$ cat src/shared/ibi_pkg.sv
// Constants and types for the slot bus interface pin block
`default_nettype none
package ibi_pkg;
  // Register byte offsets on the AHB-Lite slave
  localparam logic [7:0] IBI_OFF_MISC = 8'h00;
  localparam logic [7:0] IBI_OFF_MEM = 8'h04;
  localparam logic [7:0] IBI_OFF_PORTA = 8'h08;
  localparam logic [7:0] IBI_OFF_CLK = 8'h0c;
  localparam logic [7:0] IBI_OFF_CTRL = 8'h10;
  localparam logic [7:0] IBI_OFF_MAP_BASE = 8'h14;
  localparam logic [7:0] IBI_OFF_MAP_MASK = 8'h18;
  localparam logic [7:0] IBI_OFF_STATUS = 8'h1c;

  // Field positions
  localparam int unsigned IBI_BIT_CACHE_SEL = 3;
  localparam int unsigned IBI_BIT_WAKE_EN = 7;
  localparam int unsigned IBI_BIT_PORTA_A20 = 1;
  localparam int unsigned IBI_BIT_CLK_SRC = 2;
  localparam int unsigned IBI_BIT_IOCHK_EN = 0;
  localparam int unsigned IBI_BIT_MAP_EN = 1;

  // Values after reset
  localparam logic [7:0] IBI_RST_MISC = 8'h00;
  localparam logic [7:0] IBI_RST_MEM = 8'h00;
  localparam logic [7:0] IBI_RST_PORTA = 8'h00;
  localparam logic [2:0] IBI_RST_CLK = 3'h0;
  localparam logic [7:0] IBI_RST_CTRL = 8'h00;
  localparam logic [23:0] IBI_RST_MAP = 24'h000000;

  // Default CPU wait states per target kind
  localparam logic [3:0] IBI_WAIT_8BIT = 4'h4;
  localparam logic [3:0] IBI_WAIT_16BIT = 4'h1;
  localparam logic [3:0] IBI_WAIT_ROM = 4'h3;

  typedef enum logic [1:0] {
    IBI_KIND_8BIT = 2'h0,
    IBI_KIND_16BIT = 2'h1,
    IBI_KIND_ROM = 2'h2
  } ibi_kind_e;

  typedef enum logic [1:0] {
    IBI_PIN_IDLE = 2'h0,
    IBI_PIN_WAKE = 2'h1,
    IBI_PIN_MISS = 2'h3
  } ibi_pin_e;

  // Gray sequence along the usual path
  typedef enum logic [1:0] {
    IBI_RDY_IDLE = 2'h0,
    IBI_RDY_LOW = 2'h1,
    IBI_RDY_HIGH = 2'h3,
    IBI_RDY_DONE = 2'h2
  } ibi_rdy_e;
endpackage
`default_nettype wire

$ cat src/verilog/ibi_bus_if.sv
// Slot bus interface pin logic with AHB-Lite register slave
`default_nettype none
// Operation
// - Wake/miss pin mode from two config bits
// - Wake output low during DMA or master
// - AEN high when hold ack and master high
// - BALE pulse per non-DRAM CPU cycle
// - BALE held high during hold acknowledge
// - DRQ0-3 8-bit, DRQ5-7 16-bit, no DRQ4
// - Low IOCHRDY extends any current cycle
// - Default waits: 8-bit 4, 16-bit 1, ROM 3
// - Drive IOCHRDY low for local hold access
// - Low channel check raises NMI when enabled
// - Bus clock from chosen source, divide 2-8
// - After local ready, IOCHRDY high once, release
module ibi_bus_if
  import ibi_pkg::*;
(
  input wire logic i_ref_clk,                 // 200 MHz clock
  input wire logic i_resetn,                  // Async reset, active low
  input wire logic i_hsel,                    // AHB slave select
  input wire logic [31:0] i_haddr,            // AHB address
  input wire logic [1:0] i_htrans,            // AHB transfer type
  input wire logic i_hwrite,                  // AHB write
  input wire logic [2:0] i_hsize,             // AHB size, word only
  input wire logic [31:0] i_hwdata,           // AHB write data
  input wire logic i_hready,                  // AHB bus ready
  output logic [31:0] o_hrdata,               // AHB read data
  output logic o_hreadyout,                   // AHB slave ready
  output logic o_hresp,                       // AHB response, OKAY
  input wire logic i_hlda,                    // Hold acknowledge
  input wire logic i_master_n,                // Bus master request, low
  input wire logic i_sleep_req_n,             // Low-power request
  input wire logic i_wake_miss_in,            // Shared pin level in
  output logic o_wake_miss_out,               // Shared pin drive level
  output logic o_wake_miss_oe,                // Shared pin enable
  output logic o_cache_miss,                  // Cache miss seen
  output logic o_aen,                         // Address enable
  input wire logic i_cpu_cycle_start,         // CPU cycle start pulse
  input wire logic i_cpu_cycle_dram,          // Cycle hits on-board DRAM
  input wire logic [1:0] i_cpu_cycle_kind,    // Target kind
  output logic o_bale,                        // Address latch enable
  output logic o_cpu_ready,                   // CPU cycle end pulse
  input wire logic i_addr20_gate_internal,    // Internal A20 gate
  output logic o_addr20_block_n,              // A20 block output
  input wire logic i_bus_osc_in,              // Bus oscillator level
  input wire logic i_cpu_double_clock,        // CPU double clock level
  output logic o_bus_clk,                     // Divided bus clock
  input wire logic [3:0] i_drq_8bit,          // DRQ0-DRQ3
  input wire logic [2:0] i_drq_16bit,         // DRQ5-DRQ7
  output logic [7:0] o_dma_req,               // Requests to DMA
  input wire logic i_iochk_n,                 // Channel check, low
  output logic o_nmi,                         // NMI to processor
  input wire logic i_iochrdy_in,              // IOCHRDY pin level
  output logic o_iochrdy_out,                 // IOCHRDY drive level
  output logic o_iochrdy_oe,                  // IOCHRDY enable
  output logic o_cycle_hold,                  // Extend current cycle
  input wire logic i_cycle_valid,             // DMA/master cycle valid
  input wire logic [23:0] i_cycle_addr,       // DMA/master address
  input wire logic i_local_ready_n            // Local bus ready, low
);

  // Software registers
  logic [7:0] misc_setup_reg;
  logic [7:0] memory_setup_reg;
  logic [7:0] port_a;
  logic [2:0] clk_cfg;
  logic [7:0] ctrl;
  logic [23:0] map_base;
  logic [23:0] map_mask;

  // Bus slave state
  logic dp_write;
  logic [7:0] dp_addr;

  // Block state
  ibi_pin_e pin_mode;
  ibi_rdy_e rdy_state;
  ibi_rdy_e next_rdy_state;
  logic cpu_busy;
  logic [3:0] wait_cnt;
  logic src_prev;
  logic [1:0] div_cnt;

  // AHB decode
  wire addr_phase = i_hsel & i_htrans[1] & i_hready;
  wire addr_hi_ok = (i_haddr[31:8] == 24'h000000);
  wire rd_req = addr_phase & ~i_hwrite & addr_hi_ok;
  wire wr_misc = dp_write & (dp_addr == IBI_OFF_MISC);
  wire wr_mem = dp_write & (dp_addr == IBI_OFF_MEM);
  wire wr_porta = dp_write & (dp_addr == IBI_OFF_PORTA);
  wire wr_clk = dp_write & (dp_addr == IBI_OFF_CLK);
  wire wr_ctrl = dp_write & (dp_addr == IBI_OFF_CTRL);
  wire wr_base = dp_write & (dp_addr == IBI_OFF_MAP_BASE);
  wire wr_mask = dp_write & (dp_addr == IBI_OFF_MAP_MASK);

  wire [31:0] status_word = {20'h00000, wait_cnt, cpu_busy, rdy_state,
                             pin_mode, o_nmi, o_aen, i_hlda};
  wire [7:0] ra = i_haddr[7:0];
  wire [31:0] rd_data =
    (ra == IBI_OFF_MISC) ? {24'h000000, misc_setup_reg} :
    (ra == IBI_OFF_MEM) ? {24'h000000, memory_setup_reg} :
    (ra == IBI_OFF_PORTA) ? {24'h000000, port_a} :
    (ra == IBI_OFF_CLK) ? {29'h00000000, clk_cfg} :
    (ra == IBI_OFF_CTRL) ? {24'h000000, ctrl} :
    (ra == IBI_OFF_MAP_BASE) ? {8'h00, map_base} :
    (ra == IBI_OFF_MAP_MASK) ? {8'h00, map_mask} :
    (ra == IBI_OFF_STATUS) ? status_word : 32'h00000000;

  // Pin mode, cache select dominates wake enable
  wire cache_select_bit = misc_setup_reg[IBI_BIT_CACHE_SEL];
  wire wake_en = memory_setup_reg[IBI_BIT_WAKE_EN];
  wire ibi_pin_e next_pin_mode = cache_select_bit ? IBI_PIN_MISS :
                                 wake_en ? IBI_PIN_WAKE : IBI_PIN_IDLE;

  // CPU cycle wait selection
  wire [3:0] kind_wait =
    (i_cpu_cycle_kind == IBI_KIND_8BIT) ? IBI_WAIT_8BIT :
    (i_cpu_cycle_kind == IBI_KIND_16BIT) ? IBI_WAIT_16BIT :
    IBI_WAIT_ROM;
  wire cpu_take = i_cpu_cycle_start & ~i_cpu_cycle_dram & ~cpu_busy;
  wire cpu_finish = cpu_busy & (wait_cnt == 4'h0) & i_iochrdy_in;

  // Bus clock divider, inputs already synchronous
  wire clk_src = clk_cfg[IBI_BIT_CLK_SRC] ? i_bus_osc_in
                                          : i_cpu_double_clock;
  wire src_rise = clk_src & ~src_prev;
  wire div_wrap = (div_cnt == clk_cfg[1:0]);

  // Local peripheral map decode
  wire map_en = ctrl[IBI_BIT_MAP_EN];
  wire local_hit = map_en &
                   ((i_cycle_addr & map_mask) == (map_base & map_mask));
  wire local_req = i_hlda & i_cycle_valid & local_hit;

  always_comb begin
    case (rdy_state)
      IBI_RDY_IDLE: begin
        next_rdy_state = local_req ? IBI_RDY_LOW : IBI_RDY_IDLE;
      end
      IBI_RDY_LOW: begin
        if (!i_local_ready_n) begin
          next_rdy_state = IBI_RDY_HIGH;
        end else if (!local_req) begin
          next_rdy_state = IBI_RDY_IDLE;
        end else begin
          next_rdy_state = IBI_RDY_LOW;
        end
      end
      IBI_RDY_HIGH: begin
        next_rdy_state = IBI_RDY_DONE;
      end
      IBI_RDY_DONE: begin
        // Stay released until this cycle ends, no second drive
        next_rdy_state = i_cycle_valid ? IBI_RDY_DONE : IBI_RDY_IDLE;
      end
      default: begin
        next_rdy_state = IBI_RDY_IDLE;
      end
    endcase
  end

  // AHB slave, zero wait states
  always_ff @(posedge i_ref_clk or negedge i_resetn) begin
    if (!i_resetn) begin
      dp_write <= 1'b0;
      dp_addr <= 8'h00;
      o_hrdata <= 32'h00000000;
      o_hreadyout <= 1'b1;
      o_hresp <= 1'b0;
    end else begin
      dp_write <= addr_phase & i_hwrite & addr_hi_ok;
      dp_addr <= addr_phase ? i_haddr[7:0] : dp_addr;
      o_hrdata <= rd_req ? rd_data : 32'h00000000;
      o_hreadyout <= 1'b1;
      o_hresp <= 1'b0;
    end
  end

  always_ff @(posedge i_ref_clk or negedge i_resetn) begin
    if (!i_resetn) begin
      misc_setup_reg <= IBI_RST_MISC;
      memory_setup_reg <= IBI_RST_MEM;
      port_a <= IBI_RST_PORTA;
      clk_cfg <= IBI_RST_CLK;
      ctrl <= IBI_RST_CTRL;
      map_base <= IBI_RST_MAP;
      map_mask <= IBI_RST_MAP;
    end else begin
      misc_setup_reg <= wr_misc ? i_hwdata[7:0] : misc_setup_reg;
      memory_setup_reg <= wr_mem ? i_hwdata[7:0] : memory_setup_reg;
      port_a <= wr_porta ? i_hwdata[7:0] : port_a;
      clk_cfg <= wr_clk ? i_hwdata[2:0] : clk_cfg;
      ctrl <= wr_ctrl ? i_hwdata[7:0] : ctrl;
      map_base <= wr_base ? i_hwdata[23:0] : map_base;
      map_mask <= wr_mask ? i_hwdata[23:0] : map_mask;
    end
  end

  // Pin level outputs
  always_ff @(posedge i_ref_clk or negedge i_resetn) begin
    if (!i_resetn) begin
      pin_mode <= IBI_PIN_IDLE;
      o_wake_miss_oe <= 1'b0;
      o_wake_miss_out <= 1'b1;
      o_cache_miss <= 1'b0;
      o_aen <= 1'b0;
      o_bale <= 1'b0;
      o_addr20_block_n <= 1'b0;
      o_dma_req <= 8'h00;
      o_nmi <= 1'b0;
      o_cycle_hold <= 1'b0;
    end else begin
      pin_mode <= next_pin_mode;
      o_wake_miss_oe <= (pin_mode == IBI_PIN_WAKE);
      o_wake_miss_out <= ~i_hlda;
      o_cache_miss <= (pin_mode == IBI_PIN_MISS) & ~i_wake_miss_in;
      o_aen <= i_hlda & i_master_n;
      o_bale <= i_hlda |
                (i_cpu_cycle_start & ~i_cpu_cycle_dram);
      o_addr20_block_n <= i_addr20_gate_internal |
                          port_a[IBI_BIT_PORTA_A20];
      o_dma_req <= {i_drq_16bit, 1'b0, i_drq_8bit};
      o_nmi <= ctrl[IBI_BIT_IOCHK_EN] & ~i_iochk_n;
      o_cycle_hold <= ~i_iochrdy_in;
    end
  end

  // CPU cycle wait states; IOCHRDY low holds the end
  always_ff @(posedge i_ref_clk or negedge i_resetn) begin
    if (!i_resetn) begin
      cpu_busy <= 1'b0;
      wait_cnt <= 4'h0;
      o_cpu_ready <= 1'b0;
    end else begin
      o_cpu_ready <= cpu_finish;
      if (cpu_take) begin
        cpu_busy <= 1'b1;
        wait_cnt <= kind_wait;
      end else if (cpu_finish) begin
        cpu_busy <= 1'b0;
      end else if (cpu_busy && wait_cnt != 4'h0) begin
        wait_cnt <= wait_cnt - 4'h1;
      end
    end
  end

  // Bus clock: toggle every (code+1) source edges gives 2,4,6,8
  always_ff @(posedge i_ref_clk or negedge i_resetn) begin
    if (!i_resetn) begin
      src_prev <= 1'b0;
      div_cnt <= 2'h0;
      o_bus_clk <= 1'b0;
    end else begin
      src_prev <= clk_src;
      if (src_rise) begin
        div_cnt <= div_wrap ? 2'h0 : div_cnt + 2'h1;
        o_bus_clk <= div_wrap ? ~o_bus_clk : o_bus_clk;
      end
    end
  end

  // IOCHRDY drive, registered from the next state
  always_ff @(posedge i_ref_clk or negedge i_resetn) begin
    if (!i_resetn) begin
      rdy_state <= IBI_RDY_IDLE;
      o_iochrdy_oe <= 1'b0;
      o_iochrdy_out <= 1'b1;
    end else begin
      rdy_state <= next_rdy_state;
      o_iochrdy_oe <= (next_rdy_state == IBI_RDY_LOW) |
                      (next_rdy_state == IBI_RDY_HIGH);
      o_iochrdy_out <= (next_rdy_state == IBI_RDY_HIGH);
    end
  end
endmodule
`default_nettype wire

$ cat config.mk
export PLATFORM = sky130hd
export DESIGN_NAME = ibi_bus_if
export DESIGN_NICKNAME = d
export VERILOG_FILES = /design/src/shared/ibi_pkg.sv /design/src/verilog/ibi_bus_if.sv
export SDC_FILE = /design/constraint.sdc
export NUM_CORES = 1
export LEC_CHECK = 0
export BUFFER_PORTS_ARGS = -buffer_cell sky130_fd_sc_hd__buf_4
export CAP_MARGIN = 20
export CORE_UTILIZATION = 35
export CTS_BUF_LIST = sky130_fd_sc_hd__clkbuf_4 sky130_fd_sc_hd__clkbuf_8
export CTS_CLUSTER_DIAMETER = 200
export CTS_CLUSTER_SIZE = 30
export DETAILED_ROUTE_END_ITERATION = 8
export HOLD_SLACK_MARGIN = 0.15
export PLACE_DENSITY_LB_ADDON = 0.25
export SLEW_MARGIN = 5
export SYNTH_ARGS = -nofsm -noshare
export SYNTH_HDL_FRONTEND = slang
export SYNTH_SLANG_ARGS = --single-unit
export TNS_END_PERCENT = 50
$ cat constraint.sdc
create_clock -name i_ref_clk -period 2.2 [get_ports i_ref_clk]
set_clock_uncertainty 0.05 [all_clocks]
set_input_delay 0.22 -clock i_ref_clk [delete_from_list [all_inputs] [get_ports i_ref_clk]]
set_output_delay 0.22 -clock i_ref_clk [all_outputs]
set_load 0.005 [all_outputs]
==> reports/results.ini, run 1 <==
[outcome]
outcome=finished, violations left
violations=design-rule violations

[logic_synthesis]
syn_avg_cell_area_um2=13.5
synth_cell_types=50
async_flop_share_pct=100
yosys_warnings=0
synth_simple_gate_area_share_pct=8.27
muxShareOfSynthArea_pct=22.6
synth_area_um2=6490
synth_seq_cells=146
yosysSeqAreaShare_pct=56.3
syn_inst=480
synth_edf_count=0
synth-xor-area-share_pct=3.64
synthFlopType=dfrtp_1
synth-compound-area-share_pct=5.50
synthAdderAreaFrac_pct=0.386
synth_top_family_by_area=multiplexers

[floorplanning]
core_area_um2=18100
die_w_um=138
num_rows=49
start_util_pct=35.9
ios=174
dieArea_um2=19100
die_y_um=138

[pwr]
ir_drop_mv=0.433
p_int_mw=4.73
switchingPower_mw=1.56
powerDensity_nw_per_um2=707
switching_share_pct=24.8
p_comb_share_pct=13.6
power_frac_clock_pct=38.8
seqPwrFrac_pct=47.6
power.leakage_nw=4.19

[cells_and_area]
reg.largest.list=map_base x24, map_mask x24, o_hrdata x24
fin_nets=817
diodes=0
final_cell_mix=buf_4 (160), dfrtp_1 (144), mux2_2 (96), dlygate4sd3_1 (53), nor2_1 (33)
syn2layout_area_growth_pct=37.0
layout_commonest_cell=buf_4
fillerInstances=1670
drive_above_1_share_pct=44.6
regArea_um2=3660
multi_input_area_um2=2680

[timing]
fin_crit_ns=2.09
slew_violations=0
max-slew-margin-rel_pct=64.1
whs_ns=0.225
fin_crit_sh_pct=94.9
setup_ws_ns=0.112
tightest_slew_ns=0.537
finalSetupTns_ns=0
grt_setup_unrepaired=no
fmax_ghz=0.479
finalHoldViolCount=0
finalSetupViolCount=0

[drt]
dr.pass1.iters=6
drtIter0Drc=212
drcViolationCount=30
vias=4613
routed_wl_mm=16.7
viasPerCell=4.92
post_drt_wl_per_cell_um=17.8
ant_nets=0

[grt]
grt_max_degree=52
grt_pass1_wl_mm=27.1
grt_pass1_vias=5020
grt.overflow.total=0
grt_usage_pct=18.8
antenna_found_initial=0

[worst_setup_path]
crit_family=simple AND/OR/NAND/NOR gates
rrSetupSlack_ns=0.24
path_cells=dlygate4sd3_1 > buf_4 > or4_1 > nor3_4 > o211ai_1 > or3_2 > nor2_1
reg2reg_from=dp_addr[5]$_DFFE_PN0P_
critPathKind=input pin to flip-flop
slowest_delay_ns=0.58
critical_path.startpoint=i_haddr[1]
crit_path_end_kind=flip-flop
crit_arrival_ns=2.42
reg2reg_depth=5
crit_buf_inv=2
crit_required_ns=2.53
reg2reg_to=map_mask[18]$_DFFE_PN0P_
worst-path-max-fanout=4
cp-start-kind=input pin
crit_slowest_cell=or4_1

[clocking]
numCtsBuffers=17
cts_buffer_depth=2
post-cts-setup-buffers=0
cts_max_level=4
root_buffer=clkbuf_8
cts_tree=yes
cts_num_sinks=146
cts.reportedPaths.clkPinSlew_ns=0.08
clock_latency_ns=0.44

[worst_hold_path]
hold_path_class=input pin to async pin

[placed_design]
finalWeightedCongestion=0.774
place_ws_ns=0.160
io_buffers=149
dp_hpwl_mm=11.7

[flow_run]
max-cap-violations=0

## through the flow
| step | std cells | util, % | area, um^2 | total power, mW |
|---|---|---|---|---|
| floorplan | 489 | - | 6520 | 3.44 |
| global placement | 852 | 43.6 | 7890 | 3.80 |
| detailed placement | 852 | 43.6 | 7890 | 3.83 |
| CTS | 937 | 49.1 | 8890 | 6.36 |
| global route | 937 | 49.2 | 8890 | 6.60 |
| finish | 937 | 49.2 | 8890 | 6.29 |
## final cells by class
class | count | area share [%]
clock buffers | 20 | 2.95
clock inverters | 12 | 2.29
inverters | 6 | 0.253
multi-input cells | 308 | 30.1
flip-flops and latches | 146 | 41.1
well taps | 229 | 3.22
repair buffers | 216 | 20.1
## cell families (layout without fill, tap and decap cells)
logic type | count (synthesis) | after routing
DFF | 146 | 146
muxes | 121 | 121
and+or+nand+nor | 97 | 97
AOI/OAI and AO/OA | 50 | 50
buffers and inverters | 35 | 254
xor gates and xnor gates | 27 | 27
adders and majority gates | 2 | 2
other | 2 | 11
## cell usage after synthesis (2+ instances only)
master	number	area [um^2]
dfrtp_1	144	3600
mux2_2	96	1080
nor2_1	33	124
xor2_1	27	236
a22oi_1	18	135
nand2_1	16	60.1
mux2i_1	14	140
buf_4	13	97.6
clkbuf_1	11	41.3
mux4_2	11	248
nor4_1	8	50.1
a21oi_1	7	35.0
o21ai_0	7	35.0
inv_1	6	22.5
nand4_1	6	37.5
nor2b_1	5	31.3
nor3_1	5	25.0
a221oi_1	4	35.0
a22o_1	4	35.0
and2_1	4	25.0
nand2b_1	3	18.8
nor3_2	3	30.0
a21o_1	2	15.0
conb_1	2	7.51
dfstp_2	2	52.6
ha_1	2	25.0
nor4_4	2	42.5
or2_2	2	12.5
or3_2	2	15.0
## worst max path at each step
stage                                          to  cells after the start
final                      o_hrdata[11]$_DFF_PN0_                      7
after floorplan           map_mask[0]$_DFFE_PN0P_                      5
after global routing       o_hrdata[10]$_DFF_PN0_                      7
after global placement      o_hrdata[9]$_DFF_PN0_                      6
after CTS                   o_hrdata[8]$_DFF_PN0_                      7
after detailed placement    o_hrdata[8]$_DFF_PN0_                      6
## routing by layer
metal  share of wire (%)  track usage [%]  wire [um]
met1                  44             23.5       7430
met2                  49             32.0       8210
met3                 4.6             4.40        771
met4                 1.8             6.51        302
met5                   0                0          0
## what timing repair did
item | CTS | global route
gates resized for setup | 0 | 1
hold buffers | 53 | 0
endpoints found under the setup margin | 0 | 1
endpoints found under the hold margin | 252 | 0
## power groups by stage
| stage | Combinational, mW | Clock [mW] | Sequential [mW] |
|---|---|---|---|
| 2_1_floorplan | 0.472 | 0 | 2.97 |
| 3_3_place_gp | 0.758 | 0 | 3.04 |
| 4_1_cts | 0.866 | 2.50 | 3.00 |
| 6_report | 0.856 | 2.44 | 3.00 |
| 5_1_grt | 0.947 | 2.63 | 3.03 |
| 3_5_place_dp | 0.783 | 0 | 3.05 |
Note: power is estimated with default switching activity, not from simulation.
==> inputs of run 2 (changes only) <==
Settings changed: CORE_UTILIZATION 35 to 55.
==> run 2 against run 1 <==
Effect of this change: clock-buffer cell count increased by 6; combinational power barely moved; utilization increased by 27 points; fmax fell by 0.27%; setup slack got worse by 0.0056 ns; clock power fell by 23%; global-route usage grew 8.3 points; the run now ends clean; largest power group unchanged.
==> reports/results.ini, run 2 (synthesized netlist as in run 1, its figures left out) <==
[clocking]
ctsResizeCount=0  ; unchanged
cts_num_sinks=146  ; unchanged
clock_latency_ns=0.44  ; about the same
root_buffer=clkbuf_8  ; unchanged
cts_max_level=4  ; unchanged
cts_buffer_depth=2  ; unchanged
cts.reportedPaths.clkPinSlew_ns=0.07  ; was 0.08 ns
numCtsBuffers=17  ; unchanged
cts_tree=yes  ; unchanged

[worst_setup_path]
worst-path-max-fanout=4  ; unchanged
reg2reg_depth=5  ; unchanged
crit_arrival_ns=2.41  ; was 2.42 ns
crit_path_end_kind=flip-flop  ; unchanged
reg2reg_to=port_a[0]$_DFFE_PN0P_  ; was map_mask[18]$_DFFE_PN0P_
cp-start-kind=input pin  ; unchanged
reg2reg_from=dp_addr[5]$_DFFE_PN0P_  ; unchanged
rrSetupSlack_ns=0.20  ; was 0.24 ns
critPathKind=input pin to flip-flop  ; unchanged
crit_required_ns=2.52  ; was 2.53 ns

[timing]
grt_setup_unrepaired=no  ; unchanged
max-slew-margin-rel_pct=59.0  ; was 64.1%
slew_violations=0  ; unchanged
fin_crit_ns=2.09  ; about the same
finalSetupTns_ns=0  ; unchanged
finalHoldViolCount=0  ; unchanged
finalSetupViolCount=0  ; unchanged
tightest_slew_ns=0.615  ; was 0.537 ns
fmax_ghz=0.478  ; was 0.479 GHz
whs_ns=0.222  ; was 0.225 ns
fin_crit_sh_pct=95.2  ; was 94.9%

[floorplanning]
die_w_um=111  ; was 138 um
num_rows=39  ; was 49
dieArea_um2=12200  ; was 19,100 um^2
ios=174  ; unchanged
die_y_um=111  ; was 138 um
core_area_um2=11500  ; was 18,100 um^2
start_util_pct=56.6  ; was 35.9%

[worst_hold_path]
hold_path_class=input pin to flip-flop  ; was input pin to async pin
worstHoldEndpoint=dp_addr[3]$_DFFE_PN0P_
hold_start=i_htrans[1]
hold_depth=3

[cells_and_area]
drive_above_1_share_pct=44.6  ; about the same
layout_commonest_cell=buf_4  ; unchanged
reg.largest.list=map_base x24, map_mask x24, o_hrdata x24  ; unchanged
fillerInstances=731  ; was 1,670
diodes=0  ; unchanged
final_cell_mix=buf_4 (160), dfrtp_1 (144), mux2_2 (96), dlygate4sd3_1 (54), nor2_1 (33)  ; was buf_4 (160), dfrtp_1 (144), mux2_2 (96), dlygate4sd3_1 (53), nor2_1 (33)
syn2layout_area_growth_pct=34.0  ; was 37.0%
fin_nets=819  ; was 817
final_cell_area_um2=8700  ; was 8890 um^2

[drt]
m1WireLength_mm=6.18  ; was 7.43 mm
wl_met3_um=930  ; was 771 um
drtIter0Drc=268  ; was 212
routed_wl_mm=15.6  ; was 16.7 mm
met2_length_mm=8.29  ; was 8.21 mm
dr.pass1.iters=4  ; was 6
ant_nets=0  ; unchanged
maxUsedRoutingLayer=met4  ; unchanged
post_drt_wl_per_cell_um=18.3  ; was 17.8 um
drcViolationCount=0  ; was 30
vias=4716  ; was 4,613
viasPerCell=5.54  ; was 4.92

[pwr]
powerDensity_nw_per_um2=660  ; was 707 nW/um^2
power.leakage_nw=4.16  ; was 4.19 nW
ir_drop_mv=0.656  ; was 0.433 mV

[placed_design]
place_area_um2=7800  ; was 7890 um^2
finalWeightedCongestion=0.796  ; was 0.774
dp_hpwl_mm=10.6  ; was 11.7 mm
io_buffers=149  ; unchanged

[flow_run]
max-cap-violations=0  ; unchanged

[grt]
antenna_found_initial=0  ; unchanged
grt.overflow.total=0  ; unchanged
grt_pass1_wl_mm=25.4  ; was 27.1 mm
grt_pass1_vias=5065  ; was 5,020
grt_usage_pct=27.1  ; was 18.8%
grt_max_degree=66  ; was 52

[outcome]
outcome=finished clean  ; was finished, violations left

==> run 2: per-layer routing <==
layer / GRT usage, % / up-vias
met5: 0 / -
met4: 8.71 / 0
met3: 6.81 / 18
met2: 47.2 / 164
met1: 33.0 / 2391
li1: - / 2143
==> run 2: worst max-delay path by stage <==
stage          cells past startpoint  slack [ns]                 endpoint                   start
2_1_floorplan                      5        0.33  map_mask[0]$_DFFE_PN0P_  dp_addr[5]$_DFFE_PN0P_
3_3_place_gp                       6        0.23    o_hrdata[8]$_DFF_PN0_              i_haddr[1]
3_5_place_dp                       6        0.23   o_hrdata[11]$_DFF_PN0_              i_haddr[1]
4_1_cts                            7        0.13    o_hrdata[8]$_DFF_PN0_              i_haddr[1]
5_1_grt                            7        0.04   o_hrdata[10]$_DFF_PN0_              i_haddr[1]
6_report                           7        0.11    o_hrdata[8]$_DFF_PN0_              i_haddr[1]
==> run 2: report_power, final <==
group / switching (mW) / internal, mW / total, mW
logic: 0.370 / 0.488 / 0.858
clock network: 0.930 / 0.949 / 1.88
registers: 0.168 / 2.83 / 3.00
==> run 2: critical path, stage by stage <==
cell and delay, ns:
dlygate4sd3_1 0.54, buf_4 0.14, or4_1 0.55, nor3_2 0.17
o211ai_1 0.14, or3_2 0.53, nor2_1 0.13
==> run 2: timing repair <==
action,CTS,global route
hold buffers,54,0
endpoints found under the hold margin,177,0
setup buffers,0,0
==> run 2: metrics by stage <==
step / total power [mW] / std cells / worst slack, ns / util (%)
2_1_floorplan: 3.44 / 489 / 0.334 / -
3_3_place_gp: 3.78 / 767 / 0.228 / 68.0
3_5_place_dp: 3.82 / 767 / 0.228 / 68.0
4_1_cts: 5.76 / 852 / 0.130 / 75.8
5_1_grt: 5.99 / 852 / 0.0359 / 75.8
6_report: 5.74 / 852 / 0.106 / 75.8
==> run 2: layout make-up <==
type / instances / area, um^2 / area share, %
Inverter: 6 / 22.5 / 0.259
Sequential cell: 146 / 3660 / 42.0
Tap cell: 143 / 179 / 2.06
Clock buffer: 26 / 327 / 3.76
Multi-Input combinational cell: 308 / 2670 / 30.7
Clock inverter: 5 / 27.5 / 0.317
Timing Repair Buffer: 218 / 1810 / 20.8
==> inputs of run 3 (changes only) <==
Settings changed: REMOVE_ABC_BUFFERS from default to 1.
==> run 3 against run 2 <==
Effect of this change: total power grew 2.2%; clock-buffer cell count increased by 1; routed wire length rose by 0.13%.
==> reports/results.ini, run 3 (synthesized netlist as in run 1, its figures left out) <==
[outcome]
outcome=finished clean  ; unchanged

[cells_and_area]
final_cell_area_um2=8690  ; was 8700 um^2
fin_util_pct=75.8  ; about the same
diodes=0  ; unchanged
drive_above_1_share_pct=44.6  ; about the same
syn2layout_area_growth_pct=34.0  ; about the same
final_cell_mix=buf_4 (162), dfrtp_1 (144), mux2_2 (96), dlygate4sd3_1 (53), nor2_1 (33)  ; was buf_4 (160), dfrtp_1 (144), mux2_2 (96), dlygate4sd3_1 (54), nor2_1 (33)
fin_nets=818  ; was 819
reg.largest.list=map_base x24, map_mask x24, o_hrdata x24  ; unchanged
layout_commonest_cell=buf_4  ; unchanged
fin_cells=851  ; was 852

[worst_setup_path]
reg2reg_depth=5  ; unchanged
path_cells=dlygate4sd3_1 > buf_4 > or4_1 > nor3_2 > o211ai_1 > or3_2 > nor2_1  ; unchanged
cp-start-kind=input pin  ; unchanged
rrSetupSlack_ns=0.21  ; was 0.20 ns
critical_path.startpoint=i_haddr[1]  ; unchanged
path_depth=7  ; unchanged
crit_family=simple AND/OR/NAND/NOR gates  ; unchanged
crit_buf_inv=2  ; unchanged
slowest_delay_ns=0.55  ; about the same
crit_required_ns=2.51  ; was 2.52 ns
reg2reg_from=dp_addr[5]$_DFFE_PN0P_  ; unchanged
reg2reg_to=map_mask[22]$_DFFE_PN0P_  ; was port_a[0]$_DFFE_PN0P_
crit_end=o_hrdata[9]$_DFF_PN0_  ; was o_hrdata[8]$_DFF_PN0_
crit_path_end_kind=flip-flop  ; unchanged
critPathKind=input pin to flip-flop  ; unchanged
worst-path-max-fanout=4  ; unchanged
crit_slowest_cell=dlygate4sd3_1  ; was or4_1
crit_arrival_ns=2.47  ; was 2.41 ns

[timing]
finalHoldViolCount=0  ; unchanged
finalSetupTns_ns=0  ; unchanged
setup_ws_ns=0.0376  ; was 0.106 ns
whs_ns=0.204  ; was 0.222 ns
slew_violations=0  ; unchanged
max-slew-margin-rel_pct=54.6  ; was 59.0%
grt_setup_unrepaired=no  ; unchanged
fin_crit_sh_pct=98.3  ; was 95.2%
fmax_ghz=0.462  ; was 0.478 GHz
finalSetupViolCount=0  ; unchanged
fin_crit_ns=2.16  ; was 2.09 ns
tightest_slew_ns=0.680  ; was 0.615 ns

[grt]
grt_max_degree=72  ; was 66
grt_usage_pct=27.2  ; was 27.1%
grt_pass1_wl_mm=25.4  ; about the same
antenna_found_initial=0  ; unchanged
grt_pass1_vias=5077  ; was 5,065
grt.overflow.total=0  ; unchanged

[drt]
ant_nets=0  ; unchanged
viasPerCell=5.53  ; was 5.54
routed_wl_mm=15.6  ; about the same
vias=4703  ; was 4,716
post_drt_wl_per_cell_um=18.4  ; was 18.3 um
drcViolationCount=0  ; unchanged
drtIter0Drc=344  ; was 268
dr.pass1.iters=4  ; unchanged

[placed_design]
dp_hpwl_mm=10.4  ; was 10.6 mm
post-place-cells=767  ; unchanged
place_area_um2=7780  ; was 7800 um^2
place_ws_ns=0.174  ; was 0.228 ns
finalWeightedCongestion=0.819  ; was 0.796
io_buffers=149  ; unchanged

[clocking]
cts_num_sinks=146  ; unchanged
cts_max_level=4  ; unchanged
post-cts-setup-buffers=0  ; unchanged
cts_tree=yes  ; unchanged
cts-hold-fix-buffers=53  ; was 54
clock_latency_ns=0.43  ; was 0.44 ns
root_buffer=clkbuf_8  ; unchanged
numCtsBuffers=17  ; unchanged
ctsResizeCount=0  ; unchanged
cts_buffer_depth=2  ; unchanged
cts.reportedPaths.clkPinSlew_ns=0.08  ; was 0.07 ns

[floorplanning]
core_area_um2=11500  ; unchanged
die_w_um=111  ; unchanged
start_util_pct=56.6  ; unchanged
die_y_um=111  ; unchanged
ios=174  ; unchanged
num_rows=39  ; unchanged
dieArea_um2=12200  ; unchanged

[pwr]
finalPower_mw=5.86  ; was 5.74 mW
power.leakage_nw=4.16  ; about the same
powerDensity_nw_per_um2=674  ; was 660 nW/um^2
ir_drop_mv=0.586  ; was 0.656 mV

[flow_run]
max-cap-violations=0  ; unchanged

[worst_hold_path]
hold_path_class=input pin to flip-flop  ; unchanged

## run 3: layer usage
metal | part of all wire, % | routed length (um) | global-route usage (%) | vias to the layer above
li1 | - | - | - | 2143
met1 | 41 | 6380 | 34.0 | 2371
met2 | 52 | 8090 | 46.4 | 168
met3 | 6.2 | 966 | 6.81 | 21
met4 | 1.4 | 217 | 8.89 | 0
met5 | 0 | 0 | 0 | -
## run 3: final cells by class
cell class	instances	area (um^2)
Clock buffer	27	340
Clock inverter	4	47.5
Timing Repair Buffer	217	1780
Multi-Input combinational cell	308	2670
Sequential cell	146	3660
Fill cell	746	2770
Tap cell	143	179
Inverter	6	22.5
## run 3: worst min-delay path by stage
stage	start	endpoint	slack [ns]	cells past startpoint
2_1_floorplan	i_resetn	clk_cfg[0]$_DFFE_PN0P_	-0.13	0
3_3_place_gp	i_resetn	o_cache_miss$_DFF_PN0_	0.21	1
3_5_place_dp	i_resetn	o_cache_miss$_DFF_PN0_	0.23	1
4_1_cts	i_haddr[19]	dp_write$_DFF_PN0_	0.19	5
5_1_grt	i_haddr[16]	dp_write$_DFF_PN0_	0.20	5
6_report	i_haddr[17]	dp_write$_DFF_PN0_	0.20	5
## run 3: power breakdown
group,internal [mW],leakage [nW],total (mW),switching (mW)
Sequential,2.83,1.89,2.99,0.162
Clock,1.10,0.203,2.02,0.922
Combinational,0.485,2.07,0.848,0.363
## run 3: worst reg2reg max path: cells and delay by family, from the launching register on
kind / cells / cell delay [ns]
AND/OR/NAND/NOR: 3 / 0.78
flip-flops: 1 / 0.39
buffers and inverters: 1 / 0.29
multiplexers: 1 / 0.38
